`src/rtl/resu_pkg.sv`:
```
// Purpose: Shared constants and types for the receiver error/status unit
// Assumes: Byte-wide parallel port, recovered clock as sys_clk
// Notes:   Rate windows are counts of reference edges over 64 frames
package resu_pkg;

    // ==================================================================
    // Register map
    localparam logic [1:0] ADDR_STAT_LO    = 2'h0;
    localparam logic [1:0] ADDR_STAT_HI    = 2'h1;
    localparam logic [1:0] ADDR_CONTROL    = 2'h2;
    localparam int         BIT_ERROR_FLAG  = 3;
    localparam int         BIT_BANK_SEL    = 5;
    localparam int         BIT_RATE_EN     = 6;
    localparam int         BIT_VALIDITY    = 0;
    localparam int         BIT_PARITY      = 1;
    localparam int         BIT_CODING      = 2;
    localparam int         BIT_LOCK        = 3;
    localparam logic [7:0] ERR_EN_WMASK    = 8'hdf;
    localparam logic [7:0] RESET_BYTE      = 8'h00;

    // ==================================================================
    // Timing
    localparam int         SCLK_DIV        = 4;
    localparam int         INT_PULSE_SCLKS = 4;
    localparam int         LOCK_FRAMES     = 3;
    localparam int         LOSS_MISSES     = 4;
    localparam logic [5:0] WINDOW_LAST     = 6'h3f;

    // ==================================================================
    // Rate windows: reference edges counted over one third of a block
    localparam logic [13:0] R48_W_LO  = 14'd7864;
    localparam logic [13:0] R48_W_HI  = 14'd8520;
    localparam logic [13:0] R441_W_LO = 14'd8560;
    localparam logic [13:0] R441_W_HI = 14'd9274;
    localparam logic [13:0] R32_W_LO  = 14'd11796;
    localparam logic [13:0] R32_W_HI  = 14'd12780;
    localparam logic [13:0] R48_N_LO  = 14'd8189;
    localparam logic [13:0] R48_N_HI  = 14'd8195;
    localparam logic [13:0] R441_N_LO = 14'd8913;
    localparam logic [13:0] R441_N_HI = 14'd8920;
    localparam logic [13:0] R44_N_LO  = 14'd8922;
    localparam logic [13:0] R44_N_HI  = 14'd8929;
    localparam logic [13:0] R32_N_LO  = 14'd12283;
    localparam logic [13:0] R32_N_HI  = 14'd12292;

    localparam logic [2:0] RATE_NONE   = 3'h0;
    localparam logic [2:0] RATE_48_W   = 3'h1;
    localparam logic [2:0] RATE_441_W  = 3'h2;
    localparam logic [2:0] RATE_32_W   = 3'h3;
    localparam logic [2:0] RATE_48_N   = 3'h4;
    localparam logic [2:0] RATE_441_N  = 3'h5;
    localparam logic [2:0] RATE_44_N   = 3'h6;
    localparam logic [2:0] RATE_32_N   = 3'h7;

    typedef struct packed {
        logic validity;
        logic parity;
        logic coding;
    } resu_line_ev_t;

    typedef struct packed {
        logic frame_pre;
        logic block_pre;
        logic frame_slot;
        logic line_active;
        logic rate_in_range;
    } resu_sync_t;

endpackage

```
`src/rtl/resu_int_pulse.sv`:
```
// Purpose: Active-low interrupt pulse, a fixed number of serial clocks wide
// Assumes: Serial clock is sys_clk divided by SCLK_DIV
// Notes:   A request during a pulse merges into it
`timescale 1ns/1ps
module resu_int_pulse
    import resu_pkg::*;
(
    input  wire logic sys_clk,
    input  wire logic rstn,
    input  wire logic fire,
    output logic      int_n
);
    logic [1:0] div_reg;
    logic [2:0] sclk_cnt_reg;
    logic       busy_reg;
    logic       tick;

    assign tick = (div_reg == 2'(SCLK_DIV - 1));

    always_ff @(posedge sys_clk or negedge rstn) begin
        if (!rstn) begin
            div_reg <= 2'h0;
        end else if (!busy_reg) begin
            div_reg <= 2'h0;
        end else begin
            div_reg <= div_reg + 2'h1;
        end
    end

    always_ff @(posedge sys_clk or negedge rstn) begin
        if (!rstn) begin
            busy_reg     <= 1'b0;
            sclk_cnt_reg <= 3'h0;
            int_n        <= 1'b1;
        end else if (!busy_reg) begin
            if (fire) begin
                busy_reg     <= 1'b1;
                sclk_cnt_reg <= 3'h0;
                int_n        <= 1'b0;
            end
        end else if (tick) begin
            if (sclk_cnt_reg == 3'(INT_PULSE_SCLKS - 1)) begin
                busy_reg <= 1'b0;
                int_n    <= 1'b1;
            end else begin
                sclk_cnt_reg <= sclk_cnt_reg + 3'h1;
            end
        end
    end
endmodule

```
`src/rtl/resu_top.sv`:
```
// Purpose: Line error latches, error pin, first-level error flag, interrupt
//          enables, lock tracking and sample-rate meter
// Assumes: Parallel port pins and line events are synchronous to sys_clk
// Notes:   Access is taken on the first low cycle of cs_n
`timescale 1ns/1ps
module resu_top
    import resu_pkg::*;
(
    input  wire logic          sys_clk,
    input  wire logic          rstn,
    input  wire logic          cs_n,
    input  wire logic          rd_wr,
    input  wire logic [1:0]    addr,
    input  wire logic          top_address_in,
    input  wire logic [7:0]    data_in,
    output logic      [7:0]    data_out,
    output logic               data_oe,
    input  wire logic          rate_reference_clock,
    input  wire resu_line_ev_t line_ev,
    input  wire resu_sync_t    sync_in,
    output logic               error_pin,
    output logic               int_n,
    output logic               top_address_bit,
    output logic               locked
);
    // ==================================================================
    // Parallel port
    logic       cs_n_q;
    logic       access;
    logic       wr_acc;
    logic       rd_acc;
    logic [7:0] first_level_irq_enable;
    logic [7:0] line_error_enable;
    logic [7:0] control_one;
    logic [7:0] first_status_reg;
    logic [7:0] line_error_status;
    logic       bank_select;
    logic       rate_meter_enable;
    logic       clr_first;
    logic       clr_line;
    logic [7:0] rd_mux;

    assign access            = cs_n_q && !cs_n;
    assign wr_acc            = access && !rd_wr;
    assign rd_acc            = access && rd_wr;
    assign bank_select       = control_one[BIT_BANK_SEL];
    assign rate_meter_enable = control_one[BIT_RATE_EN];
    assign clr_first         = rd_acc && !bank_select && addr == ADDR_STAT_LO;
    assign clr_line          = rd_acc && !bank_select && addr == ADDR_STAT_HI;

    always_ff @(posedge sys_clk or negedge rstn) begin
        if (!rstn) begin
            cs_n_q <= 1'b1;
        end else begin
            cs_n_q <= cs_n;
        end
    end

    always_ff @(posedge sys_clk or negedge rstn) begin
        if (!rstn) begin
            first_level_irq_enable <= RESET_BYTE;
            line_error_enable      <= RESET_BYTE;
            control_one            <= RESET_BYTE;
        end else if (wr_acc) begin
            unique case (addr)
                ADDR_STAT_LO: begin
                    if (bank_select) begin
                        first_level_irq_enable <= data_in;
                    end
                end
                ADDR_STAT_HI: begin
                    if (bank_select) begin
                        // Bit 5 has no storage and reads back as zero
                        line_error_enable <= data_in & ERR_EN_WMASK;
                    end
                end
                ADDR_CONTROL: control_one <= data_in;
                default: ;
            endcase
        end
    end

    always_comb begin
        rd_mux = RESET_BYTE;
        unique case (addr)
            ADDR_STAT_LO: rd_mux = bank_select ? first_level_irq_enable : first_status_reg;
            ADDR_STAT_HI: rd_mux = bank_select ? line_error_enable : line_error_status;
            ADDR_CONTROL: rd_mux = control_one;
            default:      rd_mux = RESET_BYTE;
        endcase
    end

    always_ff @(posedge sys_clk or negedge rstn) begin
        if (!rstn) begin
            data_out <= RESET_BYTE;
            data_oe  <= 1'b0;
        end else begin
            if (rd_acc) begin
                data_out <= rd_mux;
            end
            data_oe <= !cs_n && rd_wr;
        end
    end

    always_ff @(posedge sys_clk or negedge rstn) begin
        if (!rstn) begin
            top_address_bit <= 1'b0;
        end else begin
            // Reference clock shares the pin, so the upper buffer half is lost
            top_address_bit <= rate_meter_enable ? 1'b0 : top_address_in;
        end
    end

    // ==================================================================
    // Lock tracking
    typedef enum logic {RESU_HUNT, RESU_LOCKED} resu_lock_t;
    resu_lock_t lock_state;
    logic [1:0] pre_cnt_reg;
    logic [2:0] miss_cnt_reg;
    logic       line_ok;

    assign line_ok = sync_in.line_active && sync_in.rate_in_range;

    always_ff @(posedge sys_clk or negedge rstn) begin
        if (!rstn) begin
            lock_state   <= RESU_HUNT;
            pre_cnt_reg  <= 2'h0;
            miss_cnt_reg <= 3'h0;
        end else if (!line_ok) begin
            lock_state   <= RESU_HUNT;
            pre_cnt_reg  <= 2'h0;
            miss_cnt_reg <= 3'h0;
        end else begin
            unique case (lock_state)
                RESU_HUNT: begin
                    miss_cnt_reg <= 3'h0;
                    if (sync_in.block_pre) begin
                        if (pre_cnt_reg == 2'(LOCK_FRAMES)) begin
                            lock_state <= RESU_LOCKED;
                        end
                        pre_cnt_reg <= 2'h0;
                    end else if (sync_in.frame_pre && pre_cnt_reg != 2'(LOCK_FRAMES)) begin
                        pre_cnt_reg <= pre_cnt_reg + 2'h1;
                    end
                end
                RESU_LOCKED: begin
                    if (sync_in.frame_pre || sync_in.block_pre) begin
                        miss_cnt_reg <= 3'h0;
                    end else if (sync_in.frame_slot) begin
                        if (miss_cnt_reg == 3'(LOSS_MISSES - 1)) begin
                            lock_state   <= RESU_HUNT;
                            miss_cnt_reg <= 3'h0;
                        end else begin
                            miss_cnt_reg <= miss_cnt_reg + 3'h1;
                        end
                    end
                end
            endcase
        end
    end

    always_ff @(posedge sys_clk or negedge rstn) begin
        if (!rstn) begin
            locked <= 1'b0;
        end else begin
            locked <= (lock_state == RESU_LOCKED);
        end
    end

    // ==================================================================
    // Rate meter: one window is 64 frames, a third of a block
    logic        ref_q1;
    logic        ref_q2;
    logic [13:0] ref_cnt_reg;
    logic [5:0]  win_cnt_reg;
    logic [2:0]  rate_code;
    logic [2:0]  rate_next;
    logic        frame_tick;
    logic        meter_run;

    assign frame_tick = sync_in.frame_pre || sync_in.block_pre;
    assign meter_run  = rate_meter_enable && lock_state == RESU_LOCKED;

    always_comb begin
        rate_next = RATE_NONE;
        if (ref_cnt_reg >= R48_N_LO && ref_cnt_reg <= R48_N_HI) begin
            rate_next = RATE_48_N;
        end else if (ref_cnt_reg >= R441_N_LO && ref_cnt_reg <= R441_N_HI) begin
            rate_next = RATE_441_N;
        end else if (ref_cnt_reg >= R44_N_LO && ref_cnt_reg <= R44_N_HI) begin
            rate_next = RATE_44_N;
        end else if (ref_cnt_reg >= R32_N_LO && ref_cnt_reg <= R32_N_HI) begin
            rate_next = RATE_32_N;
        end else if (ref_cnt_reg >= R48_W_LO && ref_cnt_reg <= R48_W_HI) begin
            rate_next = RATE_48_W;
        end else if (ref_cnt_reg >= R441_W_LO && ref_cnt_reg <= R441_W_HI) begin
            rate_next = RATE_441_W;
        end else if (ref_cnt_reg >= R32_W_LO && ref_cnt_reg <= R32_W_HI) begin
            rate_next = RATE_32_W;
        end
    end

    always_ff @(posedge sys_clk or negedge rstn) begin
        if (!rstn) begin
            ref_q1 <= 1'b0;
            ref_q2 <= 1'b0;
        end else begin
            ref_q1 <= rate_reference_clock;
            ref_q2 <= ref_q1;
        end
    end

    always_ff @(posedge sys_clk or negedge rstn) begin
        if (!rstn) begin
            ref_cnt_reg <= 14'h0;
            win_cnt_reg <= 6'h0;
            rate_code   <= RATE_NONE;
        end else if (!meter_run) begin
            // Code only means something while locked and enabled
            ref_cnt_reg <= 14'h0;
            win_cnt_reg <= 6'h0;
            rate_code   <= RATE_NONE;
        end else begin
            if (frame_tick && win_cnt_reg == WINDOW_LAST) begin
                rate_code   <= rate_next;
                ref_cnt_reg <= 14'h0;
            end else if (ref_q1 && !ref_q2 && ref_cnt_reg != 14'h3fff) begin
                ref_cnt_reg <= ref_cnt_reg + 14'h1;
            end
            if (frame_tick) begin
                win_cnt_reg <= win_cnt_reg + 6'h1;
            end
        end
    end

    // ==================================================================
    // Line error latches and error pin
    logic [3:0] line_set;
    logic [3:0] line_lat_reg;
    logic [3:0] line_lat_next;
    logic       err_evt;

    assign line_set[BIT_VALIDITY] = line_ev.validity;
    assign line_set[BIT_PARITY]   = line_ev.parity;
    assign line_set[BIT_CODING]   = line_ev.coding;
    assign line_set[BIT_LOCK]     = lock_state != RESU_LOCKED;

    // Set beats the clear so an event in the read cycle survives
    assign line_lat_next = (clr_line ? 4'h0 : line_lat_reg) | line_set;
    assign err_evt       = |({1'b0, line_set} & line_error_enable[4:0]);
    assign line_error_status = {rate_code, 1'b0, line_lat_reg};

    always_ff @(posedge sys_clk or negedge rstn) begin
        if (!rstn) begin
            line_lat_reg <= 4'h0;
        end else begin
            line_lat_reg <= line_lat_next;
        end
    end

    always_ff @(posedge sys_clk or negedge rstn) begin
        if (!rstn) begin
            error_pin <= 1'b0;
        end else begin
            error_pin <= |({1'b0, line_lat_next} & line_error_enable[4:0]);
        end
    end

    // ==================================================================
    // First-level flag and interrupt
    logic       err_flag_reg;
    logic [7:0] first_rise;
    logic       fire;

    assign first_status_reg = {4'h0, err_flag_reg, 3'h0};
    assign first_rise       = {4'h0, err_evt && !err_flag_reg, 3'h0};
    assign fire             = |(first_rise & first_level_irq_enable);

    always_ff @(posedge sys_clk or negedge rstn) begin
        if (!rstn) begin
            err_flag_reg <= 1'b0;
        end else if (err_evt) begin
            err_flag_reg <= 1'b1;
        end else if (clr_first) begin
            err_flag_reg <= 1'b0;
        end
    end

    resu_int_pulse u_int_pulse (
        .sys_clk (sys_clk),
        .rstn    (rstn),
        .fire    (fire),
        .int_n   (int_n)
    );
endmodule
```
`config.mk`:
```
export PLATFORM = sky130hd
export DESIGN_NAME = resu_top
export DESIGN_NICKNAME = d
export VERILOG_FILES = /design/src/rtl/resu_pkg.sv /design/src/rtl/resu_int_pulse.sv /design/src/rtl/resu_top.sv
export SDC_FILE = /design/constraint.sdc
export NUM_CORES = 1
export LEC_CHECK = 0
export ABC_AREA = 1
export CORE_AREA = 5 5 92 102
export CTS_CLUSTER_SIZE = 30
export DETAILED_ROUTE_END_ITERATION = 8
export DIE_AREA = 0 0 97 107
export DONT_BUFFER_PORTS = 1
export GPL_TIMING_DRIVEN = 0
export MAX_ROUTING_LAYER = met4
export PLACE_DENSITY = 0.7
export SLEW_MARGIN = 10
export SYNTH_ARGS = -nofsm -noshare
export SYNTH_HDL_FRONTEND = slang
export SYNTH_SLANG_ARGS = --single-unit
```
`constraint.sdc`:
```
create_clock -name sys_clk -period 1.85 [get_ports sys_clk]
set_input_delay 0.0925 -clock sys_clk [delete_from_list [all_inputs] [get_ports sys_clk]]
set_output_delay 0.0925 -clock sys_clk [all_outputs]
set_load 0.01 [all_outputs]
```
## Word level (Yosys, flattened, before mapping)

Cells that the tools add are included.

- Add/sub/neg operators: 6
- Order comparisons: 14
- Equal/unequal tests: 18
- Multiplexer cells: 50
- Bitwise operators: 5
- Reductions and logical operators: 39

Operators by type and width:

| cell | number |
|---|---|
| $le 14x14->1 const B | 7 |
| $ge 14x14->1 const B | 5 |
| $mux 14 | 3 |
| $mux 3 | 14 |
| $ge 14x13->1 const B | 2 |
| $pmux 8 s3 | 1 |
| $logic_and 1x1->1 | 21 |
| $mux 1 | 17 |
| $mux 2 | 8 |
| $mux 8 | 2 |
| $add 14x1->14 const B | 1 |
| $ne 14x14->1 const B | 1 |
| $mux 6 | 2 |
| $ne 2x2->1 const B | 6 |
| $reduce_and 3->1 | 4 |
| $and 4x5->5 | 2 |
| $reduce_or 5->1 | 2 |
| $and 4x8->8 | 1 |
| $reduce_or 8->1 | 1 |
| $add 3x1->3 const B | 2 |
| $add 6x1->6 const B | 1 |
| $eq 2x2->1 const B | 3 |
| $eq 3x2->1 const B | 2 |
| $eq 6x6->1 const B | 1 |
| other kinds (16) | 23 |

- Register bits after elaboration: 79
- Bits of input ports: 24
- Output and inout bits: 13
- Logic and storage cells: 155

## Logic depth before layout (Yosys ltp)

Gate-level depths: netlist (run 1).

- Depth after elaboration: 11
- Mapped depth: 12
- Mapped depth without buffers: 12

## By module

From an unflattened synthesis (run 1), not the netlist that was laid out.

- Cells, all modules: 574
- Area, all modules: 4281.6 µm²

By module, submodules not included:

| module | times used | cells an instance | area each (µm²) | seq. area each (µm²) |
|---|---|---|---|---|
| resu_top | 1 | 539 | 3961.3 | 1803.0 |
| resu_int_pulse | 1 | 35 | 320.3 | 176.4 |

## Least setup slack after synthesis (run 1)

No wires, ideal clock.

- Path kind: register to register
- From: register ref_cnt_reg[0]
- To: register ref_cnt_reg[0]
- Arrival: 1431 ps
- Required time: 1721 ps
- Path slack: 290 ps
- Stages on the path, launching flop included: 12
- Path through: dfrtp_1 > ha_1 > inv_1 > nor2_2 > inv_2 > nor2_8 > nand3_2 > nand2_4 > inv_4 > buf_6 > a21oi_2 > a21oi_1

- Cells in the longest elaborated chain, start to end: 4
- Elaborated cells between the ends (all ways): 7
- Classes of those cells: add/sub: 1; eq/ne: 2; mux: 3; reduce/logical: 1

RTL lines:

| element | line | text |
|---|---|---|
| start, declared | resu_top.sv:174 | `logic [13:0] ref_cnt_reg;` |
| start signal, assigned | resu_top.sv:228 | `ref_cnt_reg <= ref_cnt_reg + 14'h1;` |
| $add 14x1->14 | resu_top.sv:228 |  |
| $mux 14 | resu_top.sv:227 | `end else if (ref_q1 && !ref_q2 && ref_cnt_reg != 14'h3fff) begin` |
| $mux 14 | resu_top.sv:224 | `if (frame_tick && win_cnt_reg == WINDOW_LAST) begin` |
| $mux 14 | resu_top.sv:218 | `end else if (!meter_run) begin` |

Several ways; a longest one is shown, not always the timed one. The select of a mux whose other input is x is not followed.
A chain may end at the register's enable or synchronous reset.

## Worst setup path in the final report (run 1)

Ends and elaborated chain as after synthesis.

==> results of run 1 <==
## kinds of logic after synthesis
kind of cell / Yosys count
simple gates: 299
compound gates: 95
buf+inv: 94
flops: 79
fa+ha+maj: 10
xor+xnor: 5
## layout make-up
cell class	instances	area, µm²
clock inverters	7	77.6
inverters	78	295
repair buffers	24	233
plain buffers	15	87.6
well taps	111	139
flip-flops and latches	79	1980
fillers	745	3300
multi-input cells	409	2040
clock buffers	9	124
## metal layers
layer | part of all wire (%) | up-vias | GRT usage, %
met5 | 0 | - | -
met4 | 4.2 | 0 | 11.7
met3 | 5.1 | 41 | 3.71
met2 | 48 | 128 | 35.8
met1 | 42 | 1842 | 27.0
li1 | - | 1955 | -
## cells in the mapped netlist
library cell,count,area (µm²)
nor2_8,1,20.0
clkbuf_2,1,5.00
a21oi_2,3,26.3
xor2_1,5,43.8
a21oi_1,19,95.1
o211ai_1,2,15.0
buf_1,1,3.75
a22o_1,1,8.76
buf_2,3,15.0
nor2_4,1,11.3
dfrtp_1,77,1930
a211oi_1,2,15.0
inv_2,7,26.3
nand2_1,150,563
ha_1,10,125
dfstp_2,2,52.6
nor2_2,5,31.3
o21ai_1,3,15.0
clkbuf_1,6,22.5
a31oi_1,2,12.5
nor3_1,17,85.1
buf_4,3,22.5
nand3b_1,1,7.51
nor2_1,55,206
nand3_1,40,200
nand2_2,6,37.5
o21a_1,2,15.0
nand3_2,5,50.1
buf_6,2,22.5
inv_4,1,6.26
nand2_4,1,11.3
o22ai_1,1,6.26
a32oi_1,1,8.76
nand4_1,15,93.8
nor4_1,2,12.5
o21ai_0,59,295
inv_1,70,263
## report_power, final
part / total (W) / switching, W / internal [W]
combinational: 0.000389 / 0.000229 / 0.000160
sequential: 0.00203 / 0.000133 / 0.00190
clock: 0.00133 / 0.000688 / 0.000640
total: 0.00375 / 0.00105 / 0.00270
## what timing repair did
item,in CTS,in global routing
setup endpoints to repair,1,12
endpoints found under the hold margin,113,79
buffers inserted,0,3
pin swaps,0,0
gates resized for setup,1,11
## through the flow
stage | hold slack, ps | TNS (ps) | total power, W
finish | -583 | 0 | 0.00375
global route | -611 | 0 | 0.00396
CTS | -594 | 0 | 0.00378
detailed placement | -201 | -3.79 | 0.00243
global placement | -201 | 0 | 0.00240
floorplan | -203 | 0 | 0.00231
## how the worst max path moves through the flow
stage          slack (ps)  cells past startpoint                        from                           to
3_5_place_dp           -4                     11  ref_cnt_reg[0]$_DFFE_PN0P_   ref_cnt_reg[0]$_DFFE_PN0P_
3_3_place_gp           80                     11  ref_cnt_reg[0]$_DFFE_PN0P_   ref_cnt_reg[0]$_DFFE_PN0P_
2_1_floorplan         290                     11  ref_cnt_reg[0]$_DFFE_PN0P_   ref_cnt_reg[0]$_DFFE_PN0P_
5_1_grt                 4                      9  win_cnt_reg[1]$_DFFE_PN0P_  ref_cnt_reg[12]$_DFFE_PN0P_
6_report              110                     11  ref_cnt_reg[0]$_DFFE_PN0P_   ref_cnt_reg[0]$_DFFE_PN0P_
4_1_cts                50                     11  ref_cnt_reg[0]$_DFFE_PN0P_   ref_cnt_reg[0]$_DFFE_PN0P_
==> PnR_summary.wiki, run 1 <==
{| class="wikitable"
! Metric !! Value
|-
| Worst path top cell family by delay || simple AND/OR/NAND/NOR gates
|-
| Share of the clock period used by the worst path || 94.2%
|-
| Data arrival time of the critical path || 2000 ps
|-
| Summed instance area of the synthesized netlist || 4380 µm²
|-
| Routed via count || 3966
|-
| Number of flip-flops in the largest register || 14
|-
| First-pass GRT wire length || 18.2 mm
|-
| Total of hold buffers inserted after clock tree synthesis || 21
|-
| Highest clock frequency the design can meet || 574 MHz
|-
| I/O pin cnt || 37
|-
| Final layout net count || 650
|-
| Adder-cell share of the synthesized area || 2.86%
|-
| Antenna violations before repair || 0
|-
| Hpwl dp || 7.75 mm
|-
| TritonCTS clock tree || built
|-
| Peak fanout along the critical path || 10
|-
| Simple-gate portion of the synthesized area || 30.4%
|-
| Worst EP required || 2110 ps
|-
| Deepest level of the CTS H-tree || 3
|-
| Final setup violation count || 0
|-
| Worst R2R Path Depth || 11
|-
| Layout cell share with drive strength beyond 1 || 11.4%
|-
| Yosys warnings || 0
|-
| Final period demand of the worst path || 1740 ps
|-
| Synthesized netlist cell count || 582
|-
| WS Path Type || reg2reg
|-
| CTS Buf Count || 9
|-
| Fraction of the yosys area taken by sequential cells || 45.2%
|-
| Post-placement setup slack || -3.79 ps
|-
| Post-synthesis compound-gate area fraction || 11.7%
|-
| Utilization of the core after routing || 60.1%
|-
| Smallest setup slack after layout || 107 ps
|-
| Combinational family with the most area after synthesis || simple AND/OR/NAND/NOR gates
|-
| Dpl cells || 693
|-
| Mapped Avg Cell Area || 7.52 µm²
|-
| Rows || 35
|-
| Largest stage delay on the critical path || 420 ps
|-
| Worst reg2reg path endpoint || ref_cnt_reg[0]$_DFFE_PN0P_
|-
| Peak ir drop on the vdd network || 0.000369 V
|-
| Post-detailed-route DRC marker count || 0
|-
| Class of the most critical hold timing path || in2async
|-
| Post-route cell area || 4980 µm²
|-
| Most common library cell in the layout ignoring fill and taps || nand2_1
|-
| Crit end category || flop
|-
| Layout overhead on the synthesized area || 13.7%
|-
| Endpoints failing hold || 79
|-
| Die extent in y || 107 µm
|-
| Xor/xnor share of the synthesized area || 1.00%
|-
| Startpoint kind of the worst setup timing path || flop
|-
| Total routing usage reported by global routing || 22.2%
|-
| Post-detailed-route wirelength per cell || 14.7 µm
|-
| Core region area || 8280 µm²
|-
| Run status || complete, but fails checks
|-
| GRT Residual Overflow || 0
|-
| Overall routed net length || 10.7 mm
|-
| Initial DRC count || 164
|-
| Worst relative slew slack || 68.4%
|-
| Buffer levels on the longest clock path || 2
|-
| Later-pin clock latency in the skew report || 360 ps
|-
| Die area || 10400 µm²
|-
| Master of the slowest instance on the critical path || dfrtp_2
|-
| Initial Utilization || 52.9%
|-
| Number of global-route vias before repair || 3854
|-
| Worst-case hold slack || -583 ps
|-
| Drt pass-1 iters || 5
|-
| Count of buffer and inverter cells on the critical path || 4
|-
| Count of unique library cells instantiated by Yosys || 37
|-
| Non-filler cells in the finished layout || 732
|-
| Final number of max-transition violations || 0
|-
| Total number of clock tree sinks || 79
|-
| Width of the die || 97 µm
|-
| Cell area after placement || 4520 µm²
|-
| Worst flop-to-flop path startpoint || ref_cnt_reg[0]$_DFFE_PN0P_
|-
| Worst Skew || 12.1 ps
|-
| Failing checks || hold timing
|-
| Mux share of post-synthesis cell area || 0%
|-
| Global placement routability congestion || 0.965
|-
| Cell chain of the critical path || ha_2 > inv_1 > nor2_2 > inv_2 > nor2_8 > nand3_2 > nand2_4 > inv_4 > buf_6 > a21oi_2 > a21oi_1
|-
| Leakage Power || 2.43 nW
|-
| FF-to-FF setup slack || 110 ps
|-
| Setup repair after global routing missed its margin || false
|-
| Mean number of vias per cell || 5.42
|-
| CTS root buffer || clkbuf_8
|-
| Post-CTS clock slew at the launch and capture registers of the worst setup and hold paths || 90 ps
|-
| Antenna diode count || 0
|-
| Most frequent cells in the layout || 149 x nand2_1, 76 x dfrtp_1, 67 x inv_1
|-
| Number of port buffers || 0
|-
| MaxCap Viol Count || 0
|-
| Pin count of the biggest net entering global routing || 80
|-
| #FFs+latches synth || 79
|-
| Pwr per Cell Area || 754 nW/µm²
|-
| Post-detailed-route count of antenna-violating nets || 0
|-
| Slew @ Worst Pin || 470 ps
|-
| Synth Net Count || 616
|}
(Power assumes the default switching activity.)
==> inputs of run 2 (changes only) <==
--- a/config.mk
+++ b/config.mk
@@ -6,14 +6,14 @@
 export NUM_CORES = 1
 export LEC_CHECK = 0
 export ABC_AREA = 1
-export CORE_AREA = 5 5 92 102
+export CORE_AREA = 5 5 101 112
 export CTS_CLUSTER_SIZE = 30
 export DETAILED_ROUTE_END_ITERATION = 8
-export DIE_AREA = 0 0 97 107
+export DIE_AREA = 0 0 106 117
 export DONT_BUFFER_PORTS = 1
 export GPL_TIMING_DRIVEN = 0
 export MAX_ROUTING_LAYER = met4
-export PLACE_DENSITY = 0.7
+export PLACE_DENSITY = 0.59
 export SLEW_MARGIN = 10
 export SYNTH_ARGS = -nofsm -noshare
 export SYNTH_HDL_FRONTEND = slang
==> PnR_summary.wiki, run 2 (synthesis results as in run 1) <==
{| class="wikitable"
! Metric !! Value
|-
| Worst R2R Path Depth || 11 (unchanged)
|-
| Final number of max-transition violations || 0 (unchanged)
|-
| CTS Buf Count || 9 (unchanged)
|-
| Internal || 0.00329 W (+22%)
|-
| Switching pwr || 0.00112 W (+6.5%)
|-
| Largest stage delay on the critical path || 430 ps (about the same)
|-
| Final period demand of the worst path || 1740 ps (-2.03 ps)
|-
| Cell chain of the critical path || ha_2 > inv_1 > nor2_2 > inv_2 > nor2_8 > nand3_2 > nand2_4 > inv_4 > buf_6 > a21oi_2 > a21oi_1
|-
| Worst flop-to-flop path startpoint || ref_cnt_reg[0]$_DFFE_PN0P_
|-
| Class of the most critical hold timing path || in2async
|-
| Post-detailed-route count of antenna-violating nets || 0 (unchanged)
|-
| Leakage Power || 2.48 nW (+2.4%)
|-
| Final layout net count || 652 (+0.31%)
|-
| Startpoint kind of the worst setup timing path || flop
|-
| Failing checks || hold timing
|-
| Run status || complete, but fails checks
|-
| CTS root buffer || clkbuf_16
|-
| Post-placement setup slack || 41.1 ps (+44.9 ps)
|-
| Peak ir drop on the vdd network || 0.000377 V (+2.2%)
|-
| Worst reg2reg path endpoint || ref_cnt_reg[0]$_DFFE_PN0P_
|-
| Deepest level of the CTS H-tree || 3 (unchanged)
|-
| Peak fanout along the critical path || 10 (unchanged)
|-
| Sum of negative setup slack || 0 ps (unchanged)
|-
| Buffer levels on the longest clock path || 2 (unchanged)
|-
| GRT Residual Overflow || 0 (unchanged)
|-
| Master of the slowest instance on the critical path || dfrtp_2
|-
| Pwr per Cell Area || 862 nW/µm² (+14%)
|-
| Worst-case hold slack || -558 ps (+24.5 ps)
|-
| Most common library cell in the layout ignoring fill and taps || nand2_1
|-
| Later-pin clock latency in the skew report || 350 ps (about the same)
|-
| Total of hold buffers inserted after clock tree synthesis || 20 (-4.8%)
|-
| Number of port buffers || 0 (unchanged)
|-
| Die extent in y || 117 µm (+9.3%)
|-
| Worst EP required || 2080 ps (-30 ps)
|-
| Post-CTS clock slew at the launch and capture registers of the worst setup and hold paths || 70 ps (-20 ps)
|-
| Global placement routability congestion || 0.908 (-5.9%)
|-
| Final setup violation count || 0 (unchanged)
|-
| Number of flip-flops in the largest register || 14 (unchanged)
|-
| Worst relative slew slack || 69.3% (+0.89 points)
|-
| Gate power share || 8.8% (-1.6 points)
|-
| Clk network pwr share || 45.0% (+9.6 points)
|-
| Net switching fraction of the power || 25.4% (-2.6 points)
|-
| Layout cell share with drive strength beyond 1 || 10.8% (-0.68 points)
|-
| Slew @ Worst Pin || 461 ps (-9.80 ps)
|-
| Hpwl dp || 8.22 mm (+6.0%)
|-
| Smallest setup slack after layout || 109 ps (+2.03 ps)
|-
| Layout overhead on the synthesized area || 16.9%
|-
| Crit end category || flop
|-
| Post-detailed-route DRC marker count || 0 (unchanged)
|-
| Share of the clock period used by the worst path || 94.1% (-0.11 points)
|-
| Pin count of the biggest net entering global routing || 80 (unchanged)
|-
| Initial DRC count || 264 (+61%)
|-
| Highest clock frequency the design can meet || 574 MHz (+0.12%)
|-
| Die area || 12400 µm² (+19%)
|-
| Worst Skew || 9.04 ps (-3.09 ps)
|-
| WS Path Type || reg2reg
|-
| Most frequent cells in the layout || 150 x nand2_1, 76 x dfrtp_1, 70 x inv_1
|-
| Total number of clock tree sinks || 79 (unchanged)
|-
| Cell area after placement || 4530 µm² (+0.33%)
|-
| Initial Utilization || 43.1% (-9.8 points)
|-
| Antenna violations before repair || 0 (unchanged)
|-
| Data arrival time of the critical path || 1970 ps (-30 ps)
|-
| Total routing usage reported by global routing || 19.5% (-2.7 points)
|-
| Mean number of vias per cell || 5.18 (-4.4%)
|-
| Sequential group share of total power || 46.3% (-7.9 points)
|-
| Core region area || 10100 µm² (+23%)
|-
| I/O pin cnt || 37 (unchanged)
|-
| First-pass GRT wire length || 18.4 mm (+1.4%)
|-
| Post-route cell area || 5120 µm² (+2.9%)
|-
| FF-to-FF setup slack || 110 ps (about the same)
|-
| Routed via count || 3865 (-2.5%)
|-
| MaxCap Viol Count || 0 (unchanged)
|-
| Endpoints failing hold || 81 (+2.5%)
|-
| Overall routed net length || 11.3 mm (+5.3%)
|-
| Antenna diode count || 0 (unchanged)
|-
| Width of the die || 106 µm (+9.3%)
|-
| TritonCTS clock tree || built
|-
| Rows || 39 (+11%)
|-
| Number of global-route vias before repair || 3702 (-3.9%)
|-
| Drt pass-1 iters || 6 (+1)
|-
| Post-detailed-route wirelength per cell || 15.1 µm (+3.3%)
|}
## run 2: cell types whose count changed in the layout (fill, tap and decap cells not counted), sizes merged
| cell | change |
|---|---|
| buf | +1 |
| bufinv | +1 |
| clkbuf | +3 |
| clkinv | -2 |
| clkinvlp | +1 |
| dlygate4sd3 | -1 |
| inv | -1 |
## run 2: through the flow
stage,hold WS (ps),power [W],cells,utilization (%)
CTS,-569,0.00445,741,49.9
global route,-567,0.00460,746,50.4
finish,-558,0.00441,746,50.4
global placement,-201,0.00241,705,44.6
floorplan,-203,0.00231,582,-
detailed placement,-201,0.00243,705,44.6
## run 2: worst max path at each step
stage | slack, ps | to | cells after the start | start
after detailed placement | 40 | rate_code[2]$_DFFE_PN0P_ | 8 | ref_cnt_reg[10]$_DFFE_PN0P_
after global routing | -7 | ref_cnt_reg[1]$_DFFE_PN0P_ | 9 | win_cnt_reg[1]$_DFFE_PN0P_
after CTS | 30 | rate_code[2]$_DFFE_PN0P_ | 8 | ref_cnt_reg[10]$_DFFE_PN0P_
after global placement | 20 | rate_code[2]$_DFFE_PN0P_ | 8 | ref_cnt_reg[10]$_DFFE_PN0P_
final | 110 | ref_cnt_reg[0]$_DFFE_PN0P_ | 11 | ref_cnt_reg[0]$_DFFE_PN0P_
after floorplan | 290 | ref_cnt_reg[0]$_DFFE_PN0P_ | 11 | ref_cnt_reg[0]$_DFFE_PN0P_
## run 2: what timing repair did
action / in CTS / in global routing
buffers inserted: 0 / 5
endpoints found under the hold margin: 110 / 79
endpoints found under the setup margin: 0 / 16
gates resized for setup: 0 / 7
## run 2: layout make-up
| type | count | area, µm² |
|---|---|---|
| multi-input combinational | 409 | 2030 |
| inverter | 78 | 295 |
| clock buffer | 10 | 239 |
| buffer | 16 | 93.8 |
| clock inverter | 6 | 90.1 |
| tap | 123 | 154 |
| fill | 1026 | 5030 |
| timing repair buffer | 25 | 238 |
| sequential | 79 | 1980 |
## run 2: power groups by stage
stage	Sequential, W	Combinational, W	Clock, W
floorplan	0.00204	0.000277	0
global route	0.00206	0.000452	0.00209
global placement	0.00207	0.000345	0
CTS	0.00204	0.000387	0.00203
detailed placement	0.00207	0.000353	0
finish	0.00204	0.000387	0.00198
## run 2: critical path: cells and delay by family, from the launching register on
kind,cells,cell delay [ps]
flip-flops,1,430
AO/OA/AOI/OAI,2,200
buffers and inverters,4,330
adder cells (fa/ha/maj),1,200
AND/OR/NAND/NOR,4,460
## run 2: per-layer routing
layer	GRT usage, %	vias to the layer above	share of wire [%]
li1	-	1957	-
met1	24.2	1795	45
met2	32.2	95	49
met3	2.80	18	4.4
met4	8.20	0	2.0
met5	-	-	0
==> inputs of run 3 (changes only) <==
--- a/config.mk
+++ b/config.mk
@@ -13,7 +13,7 @@
 export DONT_BUFFER_PORTS = 1
 export GPL_TIMING_DRIVEN = 0
 export MAX_ROUTING_LAYER = met4
-export PLACE_DENSITY = 0.59
+export PLACE_DENSITY = 0.62
 export SLEW_MARGIN = 10
 export SYNTH_ARGS = -nofsm -noshare
 export SYNTH_HDL_FRONTEND = slang
==> constraint.sdc (replaced) <==
create_clock -name sys_clk -period 1.58 [get_ports sys_clk]
set_input_delay 0.079 -clock sys_clk [delete_from_list [all_inputs] [get_ports sys_clk]]
set_output_delay 0.079 -clock sys_clk [all_outputs]
set_load 0.01 [all_outputs]
==> PnR_summary.wiki, run 3 (synthesis results as in run 1) <==
{| class="wikitable"
! Metric !! Value
|-
| Drt pass-1 iters || 4 (-2)
|-
| Run status || complete, but fails checks
|-
| Initial DRC count || 216 (-18%)
|-
| Die extent in y || 117 µm (unchanged)
|-
| Final setup violation count || 6 (+6)
|-
| Class of the most critical hold timing path || in2async
|-
| Pin count of the biggest net entering global routing || 80 (unchanged)
|-
| GRT Residual Overflow || 0 (unchanged)
|-
| Antenna diode count || 0 (unchanged)
|-
| Highest clock frequency the design can meet || 621 MHz (+8.2%)
|-
| Smallest setup slack after layout || -29.9 ps (-139 ps)
|-
| CTS root buffer || clkbuf_16
|-
| Rows || 39 (unchanged)
|-
| I/O pin cnt || 37 (unchanged)
|-
| Global routing's busiest layer || met2
|-
| Setup repair after global routing missed its margin || true
|-
| Number of port buffers || 0 (unchanged)
|-
| Peak ir drop on the vdd network || 0.000694 V (+84%)
|-
| Worst-case hold slack || -555 ps (+3.32 ps)
|-
| Final period demand of the worst path || 1610 ps (-131 ps)
|-
| Total of hold buffers inserted after clock tree synthesis || 20 (unchanged)
|-
| Met1 layer usage reported by global route || 24.1% (-0.17 points)
|-
| Layout overhead on the synthesized area || 24.4%
|-
| Worst EP required || 1800 ps (-280 ps)
|-
| Met2 GRT Util || 34.7% (+2.5 points)
|-
| Antenna violations before repair || 0 (unchanged)
|-
| Sum of negative setup slack || -102 ps (-102 ps)
|-
| Post-CTS clock slew at the launch and capture registers of the worst setup and hold paths || 60 ps (about the same)
|-
| Post-detailed-route wirelength per cell || 15.0 µm (-0.83%)
|-
| Crit end category || flop
|-
| Post-detailed-route count of antenna-violating nets || 0 (unchanged)
|-
| Peak fanout along the critical path || 5 (-5)
|-
| Final number of max-transition violations || 0 (unchanged)
|-
| Total routing usage reported by global routing || 19.9% (+0.44 points)
|-
| CTS Buf Count || 9 (unchanged)
|-
| Worst Skew || 9.62 ps (+0.571 ps)
|-
| Later-pin clock latency in the skew report || 340 ps (about the same)
|-
| Leakage Power || 2.59 nW (+4.3%)
|-
| Core region area || 10100 µm² (unchanged)
|-
| Mean number of vias per cell || 5.28 (+1.9%)
|-
| Post-detailed-route DRC marker count || 0 (unchanged)
|-
| Global placement routability congestion || 0.935 (+3.0%)
|-
| Initial Utilization || 43.1% (unchanged)
|-
| Layout cell share with drive strength beyond 1 || 20.3% (+9.5 points)
|-
| TritonCTS clock tree || built
|-
| WS Path Type || reg2reg
|-
| MaxCap Viol Count || 0 (unchanged)
|-
| Buffer levels on the longest clock path || 2 (unchanged)
|-
| Total number of clock tree sinks || 79 (unchanged)
|-
| Overall routed net length || 11.3 mm (+0.36%)
|-
| Most common library cell in the layout ignoring fill and taps || nand2_1
|-
| Cell chain of the critical path || ha_2 > inv_2 > nor2_2 > inv_2 > nor2_8 > nand3_4 > nand2_8 > inv_8 > buf_8 > a21oi_2 > a21oi_2
|-
| Largest stage delay on the critical path || 380 ps (-50 ps)
|-
| Failing checks || hold timing, setup timing
|-
| Final layout net count || 661 (+1.4%)
|-
| Routed via count || 3985 (+3.1%)
|-
| Number of global-route vias before repair || 3915 (+5.8%)
|-
| Die area || 12400 µm² (unchanged)
|-
| Pwr per Cell Area || 942 nW/µm² (+9.4%)
|-
| Master of the slowest instance on the critical path || dfrtp_1
|-
| Number of flip-flops in the largest register || 14 (unchanged)
|-
| Hpwl dp || 8.15 mm (-0.81%)
|-
| Share of the clock period used by the worst path || 102% (+7.8 points)
|-
| Met3 track demand over resource in global routing || 2.52% (-0.27 points)
|-
| Startpoint kind of the worst setup timing path || flop
|-
| Data arrival time of the critical path || 1830 ps (-140 ps)
|-
| Endpoints failing hold || 79 (-2.5%)
|-
| Width of the die || 106 µm (unchanged)
|-
| First-pass GRT wire length || 19.2 mm (+3.9%)
|-
| Most frequent cells in the layout || 139 x nand2_1, 74 x dfrtp_1, 60 x inv_1
|-
| Overall power consumption || 0.00513 W (+16%)
|-
| Deepest level of the CTS H-tree || 3 (unchanged)
|-
| Slew @ Worst Pin || 430 ps (-31.0 ps)
|-
| Worst relative slew slack || 71.3% (+2.0 points)
|}
[run 3: final cells by class]
cell class | instances | area [µm²]
well taps | 123 | 154
multi-input cells | 409 | 2220
clock inverters | 6 | 91.3
inverters | 78 | 309
fillers | 982 | 4700
plain buffers | 12 | 91.3
clock buffers | 10 | 229
repair buffers | 38 | 370
flip-flops and latches | 79 | 1980
[run 3: routing by layer]
layer	routed length, µm	vias to the layer above	share of wire (%)
met4	157	0	1.4
met3	437	11	3.9
met1	5030	1894	44
met5	0	-	0
li1	-	1992	-
met2	5710	88	50
[run 3: stage by stage]
step | util (%) | hold slack [ps] | setup WS (ps) | instances | instance area (µm²)
2_1_floorplan | - | -217 | 19.8 | 582 | 4380
3_3_place_gp | 44.6 | -214 | -212 | 705 | 4530
3_5_place_dp | 44.6 | -214 | -231 | 705 | 4530
4_1_cts | 52.4 | -571 | -28.8 | 754 | 5310
5_1_grt | 53.7 | -570 | -128 | 755 | 5450
6_report | 53.7 | -555 | -29.9 | 755 | 5450
[run 3: timing repair]
action,4_1_cts,5_1_grt
endpoints found under the hold margin,112,79
pin swaps,6,7
endpoints found under the setup margin,46,40
resized for setup,46,34
buffers inserted,14,3
cloned,1,0
[run 3: worst paths after layout]
check / from / to / slack [ps] / depth (start not counted)
max: ref_cnt_reg[1]$_DFFE_PN0P_ / ref_cnt_reg[0]$_DFFE_PN0P_ / -30 / 11
min in group sys_clk: line_ev[2] / err_flag_reg$_DFFE_PN0P_ / 30 / 3
min reg2reg: ref_q1$_DFF_PN0_ / ref_q2$_DFF_PN0_ / 380 / 0
min: rstn / u_int_pulse.sclk_cnt_reg[2]$_DFFE_PN0P_ / -560 / 0
max in group asynchronous: rstn / cs_n_q$_DFF_PN1_ / 1950 / 0
max reg2reg: ref_cnt_reg[1]$_DFFE_PN0P_ / ref_cnt_reg[0]$_DFFE_PN0P_ / -30 / 11
[run 3: critical path: cells and delay by family (launching register included)]
| family | cells | cell delay [ps] |
|---|---|---|
| buffers and inverters | 4 | 300 |
| AO/OA/AOI/OAI | 2 | 190 |
| adder cells (fa/ha/maj) | 1 | 200 |
| flip-flops | 1 | 380 |
| AND/OR/NAND/NOR | 4 | 430 |
[run 3: where the power goes]
group / internal, W / switching [W]
Combinational: 0.000211 / 0.000269
Clock: 0.00140 / 0.000850
Sequential: 0.00223 / 0.000176
